**src/dts_defines.svh**
```systemverilog
// constants of the dram transaction sequencer
`ifndef DTS_DEFINES_SVH
`define DTS_DEFINES_SVH
`define DTS_CLK_MHZ 200
`define DTS_CYC(ns) ((ns * `DTS_CLK_MHZ + 999) / 1000)
`define DTS_TRP_NS 30
`define DTS_TRP_CYC `DTS_CYC(`DTS_TRP_NS)
`define DTS_TRCD_NS 20
`define DTS_TRCD_CYC `DTS_CYC(`DTS_TRCD_NS)
`define DTS_TCAS_NS 15
`define DTS_TCAS_CYC `DTS_CYC(`DTS_TCAS_NS)
`define DTS_TWS_NS 5
`define DTS_TWS_CYC `DTS_CYC(`DTS_TWS_NS)
`define DTS_TTURN_NS 10
`define DTS_TTURN_CYC `DTS_CYC(`DTS_TTURN_NS)
`define DTS_TCSR_NS 10
`define DTS_TCSR_CYC `DTS_CYC(`DTS_TCSR_NS)
`define DTS_TREF_NS 60
`define DTS_TREF_CYC `DTS_CYC(`DTS_TREF_NS)
`define DTS_LZP_EAGER 5'h00
`define DTS_LZP_LAZY 5'h1F
`define DTS_RCNT_MAX 15'h7FFF
`define DTS_SEED_RST 15'h0000
`define DTS_BE_FULL 8'hFF
`define DTS_BE_WORD_HI 8'hF0
`define DTS_BE_WORD_LO 8'h0F
`define DTS_ORDER_BIT 2
`define DTS_DWIDX_HI 4
`define DTS_DWIDX_LO 3
`define DTS_PAGE_HI 31
`define DTS_PAGE_LO 12
`define DTS_FIFO_DEPTH 16
`define DTS_DW_W 64
`endif

```
**src/dts_pkg.sv**
```systemverilog
// types of the dram transaction sequencer
package dts_pkg;
  typedef enum logic [1:0] {
    DTS_OP_RD = 2'b00,
    DTS_OP_WR = 2'b01,
    DTS_OP_FZ = 2'b10
  } dts_op_t;
  typedef enum logic {
    DTS_SRC_CPU = 1'b0,
    DTS_SRC_DMA = 1'b1
  } dts_src_t;
  typedef enum logic [3:0] {
    DTS_IDLE = 4'h0,
    DTS_RAS = 4'h1,
    DTS_CASRD = 4'h2,
    DTS_TURN = 4'h3,
    DTS_WSET = 4'h4,
    DTS_CASWR = 4'h5,
    DTS_PRE = 4'h6,
    DTS_REFC = 4'h7,
    DTS_REFR = 4'h8
  } dts_state_t;
  typedef struct packed {
    logic valid;
    dts_src_t src;
    dts_op_t op;
    logic castout;
    logic [1:0] ndw_m1;
    logic [7:0] be;
    logic [31:0] addr;
    logic [13:0] row;
    logic [13:0] col;
    logic [3:0] row_sel;
    logic [3:0] col_sel;
  } dts_req_t;
  typedef struct packed {
    logic valid;
    logic two;
    logic [127:0] data;
  } dts_rd_t;
  typedef struct packed {
    logic [127:0] data;
    logic [15:0] ecc;
  } dts_pad_t;
endpackage

```
**src/dts_sequencer.sv**
```systemverilog
// dram transaction sequencer with its write data fifo
`include "dts_defines.svh"

module dts_fifo #(
  parameter int WIDTH = `DTS_DW_W,
  parameter int DEPTH = `DTS_FIFO_DEPTH
) (
  input wire logic clk_sys,
  input wire logic rst_n,
  input wire logic in_valid,
  input wire logic [WIDTH-1:0] in_data,
  output logic in_ready,
  output logic out_valid,
  output logic [WIDTH-1:0] out_data,
  input wire logic out_ready
);
  localparam int AW = $clog2(DEPTH);
  logic [WIDTH-1:0] mem [DEPTH];
  logic [AW:0] wp_r;
  logic [AW:0] rp_r;
  logic push;
  logic pop;
  assign in_ready = (wp_r - rp_r) != (AW+1)'(DEPTH);
  assign out_valid = wp_r != rp_r;
  assign out_data = mem[rp_r[AW-1:0]];
  assign push = in_valid & in_ready;
  assign pop = out_valid & out_ready;
  always_ff @(posedge clk_sys) begin
    if (push) begin
      mem[wp_r[AW-1:0]] <= in_data;
    end
  end
  always_ff @(posedge clk_sys) begin
    if (!rst_n) begin
      wp_r <= '0;
      rp_r <= '0;
    end else begin
      wp_r <= wp_r + (AW+1)'(push);
      rp_r <= rp_r + (AW+1)'(pop);
    end
  end
endmodule

module dts_sequencer
  import dts_pkg::*;
(
  input wire logic clk_sys,
  input wire logic rst_n,
  input wire logic dwmode,
  input wire logic [4:0] lzpwait,
  input wire logic seed_wr,
  input wire logic [14:0] seed_val,
  input wire logic castout_cache_update,
  input wire dts_pkg::dts_req_t req,
  output logic req_ready,
  input wire logic cpu_wd_valid,
  input wire logic [63:0] cpu_wd,
  output logic cpu_wd_ready,
  input wire logic dma_wd_valid,
  input wire logic [63:0] dma_wd,
  output logic dma_wd_ready,
  input wire logic [127:0] dram_rdata,
  output logic [3:0] ras,
  output logic [3:0] cas,
  output logic [13:0] dram_addr,
  output logic dram_addr_lo,
  output logic [1:0] dram_write_strobe,
  output logic dram_oe,
  output dts_pkg::dts_pad_t pad,
  output logic pad_oe,
  output dts_pkg::dts_rd_t rd,
  output logic l2_invalidate,
  output logic l2_line_update,
  output logic l2_wdata_valid,
  output logic refresh_pending
);
  import dts_pkg::*;

  function automatic logic partial(input dts_req_t t);
    partial = t.op == DTS_OP_FZ ||
      (t.op == DTS_OP_WR && t.be != `DTS_BE_FULL);
  endfunction
  function automatic logic needs_rd(input dts_req_t t);
    needs_rd = t.op == DTS_OP_RD || partial(t);
  endfunction
  function automatic logic [7:0] ecc8(input logic [63:0] d);
    logic [7:0] e;
    e = '0;
    for (int i = 0; i < 8; i++) begin
      e[i] = ^d[8*i +: 8];
    end
    ecc8 = e;
  endfunction
  function automatic logic [63:0] merge(input logic [63:0] nw,
    input logic [63:0] old, input logic [7:0] be);
    logic [63:0] m;
    m = old;
    for (int i = 0; i < 8; i++) begin
      if (be[i]) begin
        m[8*i +: 8] = nw[8*i +: 8];
      end
    end
    merge = m;
  endfunction
  function automatic logic [3:0] cyc(input dts_state_t s);
    case (s)
      DTS_RAS: cyc = 4'(`DTS_TRCD_CYC - 1);
      DTS_CASRD: cyc = 4'(`DTS_TCAS_CYC - 1);
      DTS_CASWR: cyc = 4'(`DTS_TCAS_CYC - 1);
      DTS_TURN: cyc = 4'(`DTS_TTURN_CYC - 1);
      DTS_WSET: cyc = 4'(`DTS_TWS_CYC - 1);
      DTS_PRE: cyc = 4'(`DTS_TRP_CYC - 1);
      DTS_REFC: cyc = 4'(`DTS_TCSR_CYC - 1);
      DTS_REFR: cyc = 4'(`DTS_TREF_CYC - 1);
      default: cyc = 4'h0;
    endcase
  endfunction

  dts_state_t state_r;
  dts_state_t state_nxt;
  dts_state_t pick;
  dts_req_t cur_r;
  dts_req_t vw;
  logic cur_live_r;
  logic ras_open_r;
  logic last_rd_r;
  logic rmw_phase_r;
  logic ref_pend_r;
  logic hold_r;
  logic [14:0] rcnt_r;
  logic [14:0] seed_r;
  logic [19:0] page_r;
  logic [3:0] rsel_r;
  logic [3:0] csel_r;
  logic [3:0] tmr_r;
  logic [4:0] idle_cnt_r;
  logic [2:0] beat_r;
  logic [2:0] fill_r;
  logic [63:0] rmw_buf_r;
  logic [63:0] st_r [2];
  logic [1:0] st_cnt_r;
  logic [2:0] step;
  logic [2:0] dws;
  logic [2:0] rem;
  logic [1:0] idx;
  logic [1:0] wneed;
  logic [1:0] halves;
  logic tend;
  logic done;
  logic keep;
  logic vlive;
  logic take;
  logic issue_rd;
  logic lzp_close;
  logic rc_ovf;
  logic stage_ok;
  logic st_load;
  logic fslot;
  logic wslot;
  logic last_beat;
  logic fill_en;
  logic f_in_valid;
  logic f_in_ready;
  logic f_out_valid;
  logic [63:0] f_in_data;
  logic [63:0] f_out_data;
  logic [63:0] w0;
  logic [63:0] w1;
  logic [7:0] mbe;

  assign step = dwmode ? 3'h2 : 3'h1;
  assign dws = {1'b0, cur_r.ndw_m1} + 3'h1;
  assign rem = dws - beat_r;
  assign last_beat = (beat_r + step) >= dws;
  assign tend = tmr_r == 4'h0;
  assign done = tend && ((state_r == DTS_CASRD && !rmw_phase_r &&
    last_beat) || (state_r == DTS_CASWR && last_beat));
  assign keep = cur_live_r && !done;
  assign vlive = keep || req.valid;
  assign vw = keep ? cur_r : req;
  assign req_ready = !cur_live_r || done;
  assign take = req.valid && req_ready;
  assign issue_rd = keep ? (cur_r.op == DTS_OP_RD || rmw_phase_r) :
    needs_rd(req);
  assign lzp_close = lzpwait == `DTS_LZP_EAGER ||
    (lzpwait != `DTS_LZP_LAZY && idle_cnt_r >= lzpwait);

  // choice made in idle and at the end of each transaction
  always_comb begin
    if (ref_pend_r) begin
      pick = ras_open_r ? DTS_PRE : DTS_REFC;
    end else if (vlive) begin
      if (!ras_open_r) begin
        pick = DTS_RAS;
      end else if (vw.addr[`DTS_PAGE_HI:`DTS_PAGE_LO] != page_r) begin
        pick = DTS_PRE;
      end else if (issue_rd) begin
        pick = DTS_CASRD;
      end else if (last_rd_r) begin
        pick = DTS_TURN;
      end else begin
        pick = DTS_WSET;
      end
    end else if (ras_open_r && lzp_close) begin
      pick = DTS_PRE;
    end else begin
      pick = DTS_IDLE;
    end
  end

  always_comb begin
    state_nxt = state_r;
    case (state_r)
      DTS_IDLE: state_nxt = pick;
      DTS_RAS: if (tend) state_nxt = issue_rd ? DTS_CASRD : DTS_WSET;
      DTS_CASRD: begin
        if (tend) begin
          if (rmw_phase_r) begin
            state_nxt = DTS_TURN;
          end else if (!last_beat) begin
            state_nxt = DTS_CASRD;
          end else begin
            state_nxt = pick;
          end
        end
      end
      DTS_TURN: if (tend) state_nxt = DTS_WSET;
      DTS_WSET: if (tend && stage_ok) state_nxt = DTS_CASWR;
      DTS_CASWR: if (tend) state_nxt = last_beat ? pick : DTS_WSET;
      DTS_PRE: if (tend) state_nxt = pick;
      DTS_REFC: if (tend) state_nxt = DTS_REFR;
      DTS_REFR: if (tend) state_nxt = DTS_PRE;
      default: state_nxt = DTS_IDLE;
    endcase
  end

  always_ff @(posedge clk_sys) begin
    if (!rst_n) begin
      state_r <= DTS_IDLE;
      tmr_r <= 4'h0;
    end else begin
      state_r <= state_nxt;
      if (state_nxt != state_r || tend) begin
        tmr_r <= cyc(state_nxt);
      end else begin
        tmr_r <= tmr_r - 4'h1;
      end
    end
  end

  // transaction record and phase tracking
  always_ff @(posedge clk_sys) begin
    if (!rst_n) begin
      cur_r <= '0;
      cur_live_r <= 1'b0;
      rmw_phase_r <= 1'b0;
      beat_r <= 3'h0;
    end else begin
      cur_live_r <= take || keep;
      if (take) begin
        cur_r <= req;
        if (req.op == DTS_OP_FZ) begin
          cur_r.be <= req.addr[`DTS_ORDER_BIT] ?
            `DTS_BE_WORD_LO : `DTS_BE_WORD_HI;
        end
        rmw_phase_r <= partial(req);
        beat_r <= 3'h0;
      end else if (tend && state_r == DTS_CASRD && rmw_phase_r) begin
        rmw_phase_r <= 1'b0;
        beat_r <= 3'h0;
      end else if (tend && (state_r == DTS_CASRD ||
          state_r == DTS_CASWR)) begin
        beat_r <= beat_r + step;
      end
    end
  end

  // row state, page compare and close timer
  always_ff @(posedge clk_sys) begin
    if (!rst_n) begin
      ras_open_r <= 1'b0;
      page_r <= '0;
      rsel_r <= 4'h0;
      csel_r <= 4'h0;
      last_rd_r <= 1'b0;
      idle_cnt_r <= 5'h00;
    end else begin
      if (state_nxt == DTS_RAS && state_r != DTS_RAS) begin
        ras_open_r <= 1'b1;
        page_r <= vw.addr[`DTS_PAGE_HI:`DTS_PAGE_LO];
        rsel_r <= vw.row_sel;
        csel_r <= vw.col_sel;
      end else if (state_nxt == DTS_PRE) begin
        ras_open_r <= 1'b0;
      end
      if (state_r == DTS_CASRD) begin
        last_rd_r <= 1'b1;
      end else if (state_r == DTS_CASWR || state_r == DTS_PRE) begin
        last_rd_r <= 1'b0;
      end
      if (state_r == DTS_CASRD || state_r == DTS_CASWR) begin
        idle_cnt_r <= 5'h00;
      end else if (idle_cnt_r != `DTS_LZP_LAZY) begin
        idle_cnt_r <= idle_cnt_r + 5'h01;
      end
    end
  end

  // refresh counter; the hold cycle after reload adds the second clock
  assign rc_ovf = rcnt_r == `DTS_RCNT_MAX && !hold_r;
  always_ff @(posedge clk_sys) begin
    if (!rst_n) begin
      rcnt_r <= `DTS_SEED_RST;
      seed_r <= `DTS_SEED_RST;
      hold_r <= 1'b0;
      ref_pend_r <= 1'b0;
    end else begin
      if (seed_wr) begin
        seed_r <= seed_val;
        rcnt_r <= seed_val;
        hold_r <= 1'b0;
      end else if (rc_ovf) begin
        rcnt_r <= seed_r;
        hold_r <= 1'b1;
      end else if (hold_r) begin
        hold_r <= 1'b0;
      end else begin
        rcnt_r <= rcnt_r + 15'h0001;
      end
      // a new overflow wins over the clear at refresh start
      if (rc_ovf && !seed_wr) begin
        ref_pend_r <= 1'b1;
      end else if (state_r != DTS_REFC && state_nxt == DTS_REFC) begin
        ref_pend_r <= 1'b0;
      end
    end
  end
  assign refresh_pending = ref_pend_r;

  // write data: queue select, fifo, staging, merge, ecc
  assign fill_en = cur_live_r && cur_r.op == DTS_OP_WR && fill_r < dws;
  assign f_in_valid = fill_en &&
    (cur_r.src == DTS_SRC_DMA ? dma_wd_valid : cpu_wd_valid);
  assign f_in_data = cur_r.src == DTS_SRC_DMA ? dma_wd : cpu_wd;
  assign cpu_wd_ready = fill_en && cur_r.src == DTS_SRC_CPU && f_in_ready;
  assign dma_wd_ready = fill_en && cur_r.src == DTS_SRC_DMA && f_in_ready;
  always_ff @(posedge clk_sys) begin
    if (!rst_n || take) begin
      fill_r <= 3'h0;
    end else if (f_in_valid && f_in_ready) begin
      fill_r <= fill_r + 3'h1;
    end
  end

  dts_fifo #(.WIDTH(64), .DEPTH(`DTS_FIFO_DEPTH)) u_wfifo (
    .clk_sys(clk_sys),
    .rst_n(rst_n),
    .in_valid(f_in_valid),
    .in_data(f_in_data),
    .in_ready(f_in_ready),
    .out_valid(f_out_valid),
    .out_data(f_out_data),
    .out_ready(st_load)
  );

  assign wneed = (dwmode && rem >= 3'h2) ? 2'h2 : 2'h1;
  assign halves = wneed == 2'h2 ? 2'b11 : 2'b01;
  assign stage_ok = cur_r.op == DTS_OP_FZ || st_cnt_r == wneed;
  assign st_load = cur_live_r && cur_r.op == DTS_OP_WR &&
    st_cnt_r < wneed && state_r != DTS_CASWR &&
    !(state_r == DTS_WSET && state_nxt == DTS_CASWR) && f_out_valid;
  assign wslot = st_cnt_r[0] ^ (dwmode && cur_r.castout &&
    cur_r.addr[`DTS_ORDER_BIT]);
  assign fslot = dwmode && !(cur_r.ndw_m1[0] ^ beat_r[0]);
  assign mbe = cur_r.op == DTS_OP_FZ ? cur_r.be : cur_r.be;
  always_comb begin
    w0 = st_r[0];
    w1 = dwmode ? st_r[1] : 64'h0000000000000000;
    if (partial(cur_r) && last_beat) begin
      if (fslot) begin
        w1 = merge(cur_r.op == DTS_OP_FZ ? 64'h0 : st_r[1],
          rmw_buf_r, mbe);
      end else begin
        w0 = merge(cur_r.op == DTS_OP_FZ ? 64'h0 : st_r[0],
          rmw_buf_r, mbe);
      end
    end
  end
  always_ff @(posedge clk_sys) begin
    if (!rst_n) begin
      st_cnt_r <= 2'h0;
      st_r[0] <= '0;
      st_r[1] <= '0;
      pad <= '0;
    end else begin
      if (state_r == DTS_WSET && state_nxt == DTS_CASWR) begin
        st_cnt_r <= 2'h0;
        pad.data <= {w0, w1};
        pad.ecc <= {ecc8(w0), dwmode ? ecc8(w1) : 8'h00};
      end else if (st_load) begin
        st_r[wslot] <= f_out_data;
        st_cnt_r <= st_cnt_r + 2'h1;
      end
    end
  end

  // read return and merge capture; sub-word requests still get a dw
  always_ff @(posedge clk_sys) begin
    if (!rst_n) begin
      rd <= '0;
      rmw_buf_r <= '0;
    end else begin
      rd.valid <= 1'b0;
      if (state_r == DTS_CASRD && tend) begin
        if (rmw_phase_r) begin
          rmw_buf_r <= dram_rdata[127:64];
        end
        if (cur_r.op != DTS_OP_WR) begin
          rd.valid <= 1'b1;
          rd.two <= dwmode && cur_r.op == DTS_OP_RD && rem >= 3'h2;
          rd.data <= dram_rdata;
        end
      end
    end
  end

  // l2 coherence pulses at write acceptance
  always_ff @(posedge clk_sys) begin
    if (!rst_n) begin
      l2_invalidate <= 1'b0;
      l2_line_update <= 1'b0;
    end else begin
      l2_line_update <= take && req.op == DTS_OP_WR && req.castout &&
        req.src == DTS_SRC_CPU && castout_cache_update;
      l2_invalidate <= take && req.op != DTS_OP_RD && !(req.castout &&
        req.src == DTS_SRC_CPU && castout_cache_update);
    end
  end

  // pins
  assign idx = rmw_phase_r ? cur_r.addr[4:3] + cur_r.ndw_m1 :
    (cur_r.addr[4:3] + beat_r[1:0]) ^ {1'b0, !dwmode && cur_r.castout &&
    cur_r.addr[`DTS_ORDER_BIT]};
  assign ras = (state_r == DTS_REFR) ? 4'hF :
    (ras_open_r ? rsel_r : 4'h0);
  assign cas = (state_r == DTS_REFC || state_r == DTS_REFR) ? 4'hF :
    ((state_r == DTS_CASRD || state_r == DTS_CASWR) ? csel_r : 4'h0);
  assign dram_addr = state_r == DTS_RAS ? cur_r.row :
    (dwmode ? {cur_r.col[13:1], idx[1] ^ idx[0]} :
    {cur_r.col[13:2], idx});
  assign dram_addr_lo = idx[1];
  assign dram_write_strobe = (state_r == DTS_WSET ||
    state_r == DTS_CASWR) ? halves : 2'b00;
  assign dram_oe = state_r == DTS_CASRD;
  assign pad_oe = state_r == DTS_CASWR;
  assign l2_wdata_valid = state_r == DTS_CASWR;
endmodule

```
**config.mk**
```make
export PLATFORM = sky130hd
export DESIGN_NAME = dts_sequencer
export DESIGN_NICKNAME = d
export VERILOG_FILES = /design/src/dts_pkg.sv /design/src/dts_sequencer.sv
export VERILOG_INCLUDE_DIRS = /design/src
export SDC_FILE = /design/constraint.sdc
export NUM_CORES = 2
export LEC_CHECK = 0
export BUFFER_PORTS_ARGS = -buffer_cell sky130_fd_sc_hd__buf_2
export CAP_MARGIN = 10
export CORE_ASPECT_RATIO = 0.9
export CORE_MARGIN = 2
export CORE_UTILIZATION = 27
export CTS_BUF_LIST = sky130_fd_sc_hd__clkbuf_8
export DETAILED_ROUTE_END_ITERATION = 10
export PLACE_DENSITY = 0.41
export SYNTH_ARGS = -nofsm -noshare
export SYNTH_HDL_FRONTEND = slang
export SYNTH_HIERARCHICAL = 1
export SYNTH_SLANG_ARGS = --single-unit
```
**constraint.sdc**
```tcl
create_clock -name clk_sys -period 10.5 [get_ports clk_sys]
set_input_delay 1.575 -clock clk_sys [delete_from_list [all_inputs] [get_ports clk_sys]]
set_output_delay 1.575 -clock clk_sys [all_outputs]
set_load 0.01 [all_outputs]
```
# ---- Yosys cells after proc, flatten, opt, wreduce, memory -nomap -nowiden
# Memory sizes are Yosys's and may differ from the RTL's. A register that Yosys moved wholly into a read port is not among the register bits.
# Cells that the tools add are included.
dict set report totals {
  ram_bits 1152
  rom_bits 64
  word_cells 294
  inputBits 366
  mem_count 3
  out_inout_bits 308
  ff_bits 517
}
dict set report classes {
  n_addsub 13
  bitwise 9
  n_lt_le_gt_ge 5
  n_mux 87
  reduce_logical 108
  n_eq_ne 32
}
# memory depth width rd rd_clocked_by_memory_dff wr line_no
set memory_table {}
lappend memory_table {u_wfifo.mem 16 64 1 1 1 dts_sequencer.sv:18} ;# logic [WIDTH-1:0] mem [DEPTH];
lappend memory_table {st_r 2 64 2 0 2 dts_sequencer.sv:140} ;# logic [63:0] st_r [2];
lappend memory_table {{(no name shown)} 16 4 1 0 0 dts_sequencer.sv:106} ;# case (s)
# operator count
set op_table {}
lappend op_table {{64-bit 2-to-1 mux} 9}
lappend op_table {{8-bit 2-to-1 mux} 19}
lappend op_table {{130-bit 2-to-1 mux} 1}
lappend op_table {{8-bit XOR reduction} 16}
lappend op_table {{4-bit 2-to-1 mux} 19}
lappend op_table {{68-bit 2-to-1 mux} 1}
lappend op_table {{64-bit OR reduction} 1}
lappend op_table {{1-bit logical AND} 48}
lappend op_table {{15-bit 2-to-1 mux} 3}
lappend op_table {{4-bit case mux with 9 select lines} 1}
lappend op_table {{4-bit by 3-bit == test with 1-bit output (second input constant)} 7}
lappend op_table {{1-bit 2-to-1 mux} 21}
lappend op_table {{20-bit != test} 1}
lappend op_table {{3-bit 2-to-1 mux} 6}
lappend op_table {{1-bit logical OR} 16}
lappend op_table {{8-bit != test (second input constant)} 2}
lappend op_table {{15-bit by 1-bit adder with 15-bit output (second input constant)} 1}
lappend op_table {{15-bit == test (second input constant)} 1}
lappend op_table {{5-bit != test (second input constant)} 3}
lappend op_table {{14-bit 2-to-1 mux} 1}
lappend op_table {{2-bit 2-to-1 mux} 6}
lappend op_table {{5-bit by 1-bit adder with 5-bit output} 2}
lappend op_table {{1-bit logical NOT} 10}
lappend op_table {{2-bit nonzero test} 5}
lappend op_table {{other kinds (36)} 54}

# ---- Depth between registers and ports, before layout
dict set report logic_depth {
  depth_word 29
  ltp_mapped 25
  ltp_nobuf 24
}

# ---- By module
# The synthesis kept the hierarchy.
# module n_inst area_per_inst_um2 seq_area_each_um2 cells_per_inst
set modules_own_cells {}
lappend modules_own_cells {dts_fifo 1 39275.2 30949.7 1507}
lappend modules_own_cells {dts_sequencer 1 28068.2 13793.2 3279}

# ---- Worst setup path before layout
# No wires, ideal clock.
dict set report synth_path {
  kind {input -> register}
  from {input dma_wd_valid}
  to {memory u_wfifo.mem[4][0] (enable)}
  path_stages 4
  setup_slack_ps 1131
  arrival_ps 8703
  t_required_ps 9834
  n_path_buf 0
  cell_sequence {mux2i_1 -> nor2b_1 -> nand2_1 -> nor4b_1}
}
dict set report synth_via {
  elab_chain_len 5
}
# element line_no
set synth_lines {}
lappend synth_lines {{start, declared} dts_sequencer.sv:59} ;# input wire logic dma_wd_valid,
lappend synth_lines {{1-bit 2-to-1 mux} dts_sequencer.sv:343} ;# (cur_r.src == DTS_SRC_DMA ? dma_wd_valid : cpu_wd_valid);
lappend synth_lines {{1-bit logical AND} dts_sequencer.sv:342} ;# assign f_in_valid = fill_en &&
lappend synth_lines {{named net f_in_valid} dts_sequencer.sv:162} ;# logic f_in_valid;
lappend synth_lines {{1-bit AND} dts_sequencer.sv:26} ;# assign push = in_valid & in_ready;
lappend synth_lines {{1-bit 2-to-1 mux} dts_sequencer.sv:29} ;# if (push) begin
lappend synth_lines {{1-bit 2-to-1 mux (implied by the code)} dts_sequencer.sv:30} ;# mem[wp_r[AW-1:0]] <= in_data;
lappend synth_lines {{end, declared} dts_sequencer.sv:18}
# The timed path passes the listed nets, and every way through them passes these cells.

# ---- Worst setup path after layout
dict set report layout_path {
  from {input dwmode}
  to {register pad[90] in the netlist's numbering}
}
dict set report layout_via {
  elab_chain_len 20
  elab_cells_between_ends 39
}
# element line_no
set layout_lines {}
lappend layout_lines {{start, declared} dts_sequencer.sv:49} ;# input wire logic dwmode,
lappend layout_lines {{2-bit 2-to-1 mux} dts_sequencer.sv:171} ;# assign step = dwmode ? 3'h2 : 3'h1;
lappend layout_lines {{3-bit by 2-bit adder with 3-bit output} dts_sequencer.sv:174} ;# assign last_beat = (beat_r + step) >= dws;
lappend layout_lines {{3-bit greater-or-equal comparator} dts_sequencer.sv:174}
lappend layout_lines {{1-bit logical AND (on tied branches)} {dts_sequencer.sv:176, dts_sequencer.sv:177}}
lappend layout_lines {{1-bit logical OR} dts_sequencer.sv:177} ;# last_beat) || (state_r == DTS_CASWR && last_beat));
lappend layout_lines {{1-bit logical AND} dts_sequencer.sv:176} ;# assign done = tend && ((state_r == DTS_CASRD && !rmw_phase_r &&
lappend layout_lines {{1-bit logical NOT} dts_sequencer.sv:178} ;# assign keep = cur_live_r && !done;
lappend layout_lines {{1-bit logical AND} dts_sequencer.sv:178}
lappend layout_lines {{(+4 left out)} -}
lappend layout_lines {{4-bit 2-to-1 mux} dts_sequencer.sv:192} ;# end else if (vlive) begin
lappend layout_lines {{4-bit 2-to-1 mux} dts_sequencer.sv:190} ;# if (ref_pend_r) begin
lappend layout_lines {{4-bit 2-to-1 mux} dts_sequencer.sv:220} ;# end else if (!last_beat) begin
lappend layout_lines {{4-bit 2-to-1 mux} dts_sequencer.sv:218} ;# if (rmw_phase_r) begin
lappend layout_lines {{4-bit 2-to-1 mux} dts_sequencer.sv:217} ;# if (tend) begin
lappend layout_lines {{4-bit case mux with 9 select lines} dts_sequencer.sv:213} ;# case (state_r)
lappend layout_lines {{4-bit by 3-bit == test with 1-bit output} dts_sequencer.sv:396} ;# if (state_r == DTS_WSET && state_nxt == DTS_CASWR) begin
lappend layout_lines {{1-bit logical AND} dts_sequencer.sv:396}
lappend layout_lines {{end, declared} dts_sequencer.sv:69} ;# output dts_pkg::dts_pad_t pad,
# Parallel ways exist; a longest one is shown, timed or not.
# A chain may end at the register's enable or synchronous reset.

==> out/summary.txt <==
area grow syn2layout = 19.0%
LEAKAGE = 0.0274 uW
root buf cell = clkbuf_8
worst skew pair latency = 1030 ps
first-pass GRT wire length = 323000 um
starting density of the core = 27.2%
VDD IR max = 0.128 mV
Final Cycle Share = 60.9%
Setup TNS = 0 ps
fin area = 0.0802 mm2
post-route ant nets = 0
setup slack after layout = 4100 ps
crit-path max FO = 107
vias = 43400
outcome = finished, final reports clean
number of global-route vias before repair = 43400
Int Pwr = 11100 uW
clock slew at reported path FFs = 60 ps
most frequent cells in the layout = edfxtp_1 (1152), nand2_1 (763), buf_2 (662)
syn_nets = 5188
All-Layer GR Usage = 17.7%
Post-Synthesis Cell Area = 0.0673 mm2
Fin. Hold Viols = 0
RSZ-0062 raised after global routing = no
nature of the critical path endpoint = flop
post-synthesis adder-cell area fraction = 0.691%
commonest non-fill, non-tap cell in the layout = edfxtp_1
Setup Buffers After CTS = 0
DRT Wirelength = 230000 um
num rows = 173
CTS sink cnt = 1659
critical path type = input pin to flop
Top FF cell, synth = edfxtp_1
FF+latch count, synth = 1659
EDFF count, synth = 1152
Clock Power Share = 38.3%
die area = 0.253 mm2
Final GP Congestion = 0.816
clock buffer depth = 4
Synth Area in Compound Gates = 7.85%
DRC = 0
Synth async-reset ratio = 0%
Initial DRC Count = 2981
multiplexer area fraction after synthesis = 12.4%
Slew Limit Fails = 0
Via density = 4.77
worst slew pin tran = 1100 ps
WP data arrival = 7300 ps
Hold Crit Class = flop to flop
grt ovf = 0
register area share after synthesis = 66.4%
H-tree levels = 5
CTS tree = yes
Num CTS Buffers = 322
sequential power share = 48.7%
die height = 478 um
Post-Place Worst Slack = 3020 ps
largest net degree at the start of global routing = 181
syn avg cell area = 14.1 um2
library cells used by synthesis = 82
core area = 0.247 mm2
worst endpoint required time = 11400 ps
fmax = 156 MHz
switching part of the total = 27.7%
Post-DP HPWL = 144000 um
DRT Pass-1 Iters = 6
Slew headroom = 26.4%
Synth Instances = 4786
Power Total = 15400 uW
setup violators final = 0
Routed WL per cell = 25.3 um
Register Area = 0.0448 mm2
logic gate share of total power = 12.9%
Net Sw Power = 4260 uW
Post-CTS Resized = 0
layout cells sized above 1 = 27.0%
IO Count = 674
total power density per cell area = 192 mW/mm2
Hold-fix buffers, CTS = 0
Post-Synth XOR/XNOR Area = 1.95%
# nets final = 5947
Worst Clk Skew = 77.5 ps
Buffers on Ports = 663
Chip Width = 530 um
Post-Synth Simple-Gate Area = 8.31%
fin crit period = 6400 ps
fillcell total = 24800
max-cap viol count = 0
multi-input logic area = 0.0212 mm2
Critical Path Start Type = input pin
main combinational cell family by area after synthesis = multiplexers
initial antenna violation count = 37
placed cell area = 0.0744 mm2
yosys warns = 6
[worst max-delay path: stages]
cell and delay [ps]:
buf_2 100, inv_1 170, ha_1 280, fa_1 400, xor2_1 160, ha_1 300
nand2_1 90, o21ai_1 260, a21boi_4 90, inv_2 50, buf_4 400, mux2i_1 350
xnor2_1 140, nor3b_2 290, a31oi_1 150, nor2_1 350, ha_1 250, inv_1 80
nor4_2 450, buf_4 210, buf_12 330, buf_12 420, nor2_1 80, a211oi_1 240
[through the flow]
step | std cells | hold WS (ps) | utilization [%]
after floorplan | 4786 | 433 | -
after global routing | 9097 | 465 | 32.4
after CTS | 9086 | 451 | 32.4
after detailed placement | 8546 | 443 | 30.1
final | 9104 | 450 | 32.4
after global placement | 8546 | 439 | 30.1
[state kept, by name, indices dropped and copies added, names as in the netlist, 8 cells and up]
| name | count |
|---|---|
| mbe | 8 |
| st_r | 128 |
| rcnt_r | 15 |
| pad | 144 |
| cur_r | 64 |
| rd | 130 |
| u_wfifo/mem | 1024 |
| page_r | 20 |
| rmw_buf_r | 64 |
| seed_r | 15 |
[metal layers]
metal	share of wire (%)	track usage [%]	vias up	routed length (um)
li1	-	-	19600	-
met1	45	24.2	22100	105000
met2	45	27.5	1334	105000
met3	6.1	3.93	366	14000
met4	2.9	6.01	28	6740
met5	0.077	0	-	176
[final timing paths]
kind / slack (ps) / start / depth (start not counted) / endpoint
worst max register to register: 4680 / beat_r[0] / 22 / pad[90]
worst min register to register: 450 / rd[11] / 2 / rd[11]
worst min-delay path: 450 / rd[11] / 2 / rd[11]
worst max-delay path: 4100 / dwmode / 24 / pad[90]
[logic make-up after synthesis]
group	after synthesis
flops	1659
mux	415
buf+inv	355
fa+ha+maj	36
simple gates	1331
xor+xnor	150
compound gates	840
[synth_stat cells, types with 4 or more instances]
library cell     n  share of area [%]
mux4_1          21               0.82
mux4_2         299                 10
edfxtp_1      1152                 51
xnor2_1        124                1.6
and4_1           4              0.052
buf_4           12               0.13
mux2_2          76                1.3
o221a_2          4              0.067
buf_2           22               0.16
o21ai_0        100               0.74
dfxtp_1        507                 15
nor2b_1         32               0.30
nand2_1        767                4.3
o211ai_1         8              0.089
a21oi_1        349                2.6
nor4_1          20               0.19
a21o_1          10               0.11
nor4b_1          5              0.065
and2_1          23               0.21
buf_6           15               0.25
nand4_1         12               0.11
a311oi_1        21               0.27
a22o_1          25               0.33
ha_1            34               0.63
buf_1           28               0.16
a22oi_1        112                1.2
clkbuf_1       225                1.3
nand3b_1        22               0.25
a221oi_1         7              0.091
nand2b_1        30               0.28
nor3_1          22               0.16
a31oi_1         41               0.38
xor2_1          26               0.34
a211oi_1       117                1.3
and3_1          10              0.093
mux2i_1         18               0.27
inv_1           44               0.25
nand3_1         27               0.20
o21a_1           6              0.067
or3_1            4              0.037
nor2_1         339                1.9
[cell type report]
cell class	count	share of cell area (%)
flip-flops and latches	1659	55.8
multi-input cells	2772	26.4
clock buffers	351	6.03
well taps	3325	5.19
repair buffers	742	5.09
clock inverters	189	1.12
inverters	48	0.237
diodes	18	0.0562
[power groups by stage]
stage / registers, uW / clock network (uW) / logic (uW)
floorplan: 7630 / 0 / 1150
global placement: 7640 / 0 / 2010
detailed placement: 7650 / 0 / 2020
CTS: 7510 / 6130 / 2030
global route: 7540 / 6410 / 2200
finish: 7510 / 5900 / 1990
Power figures use the tool's default switching activity.
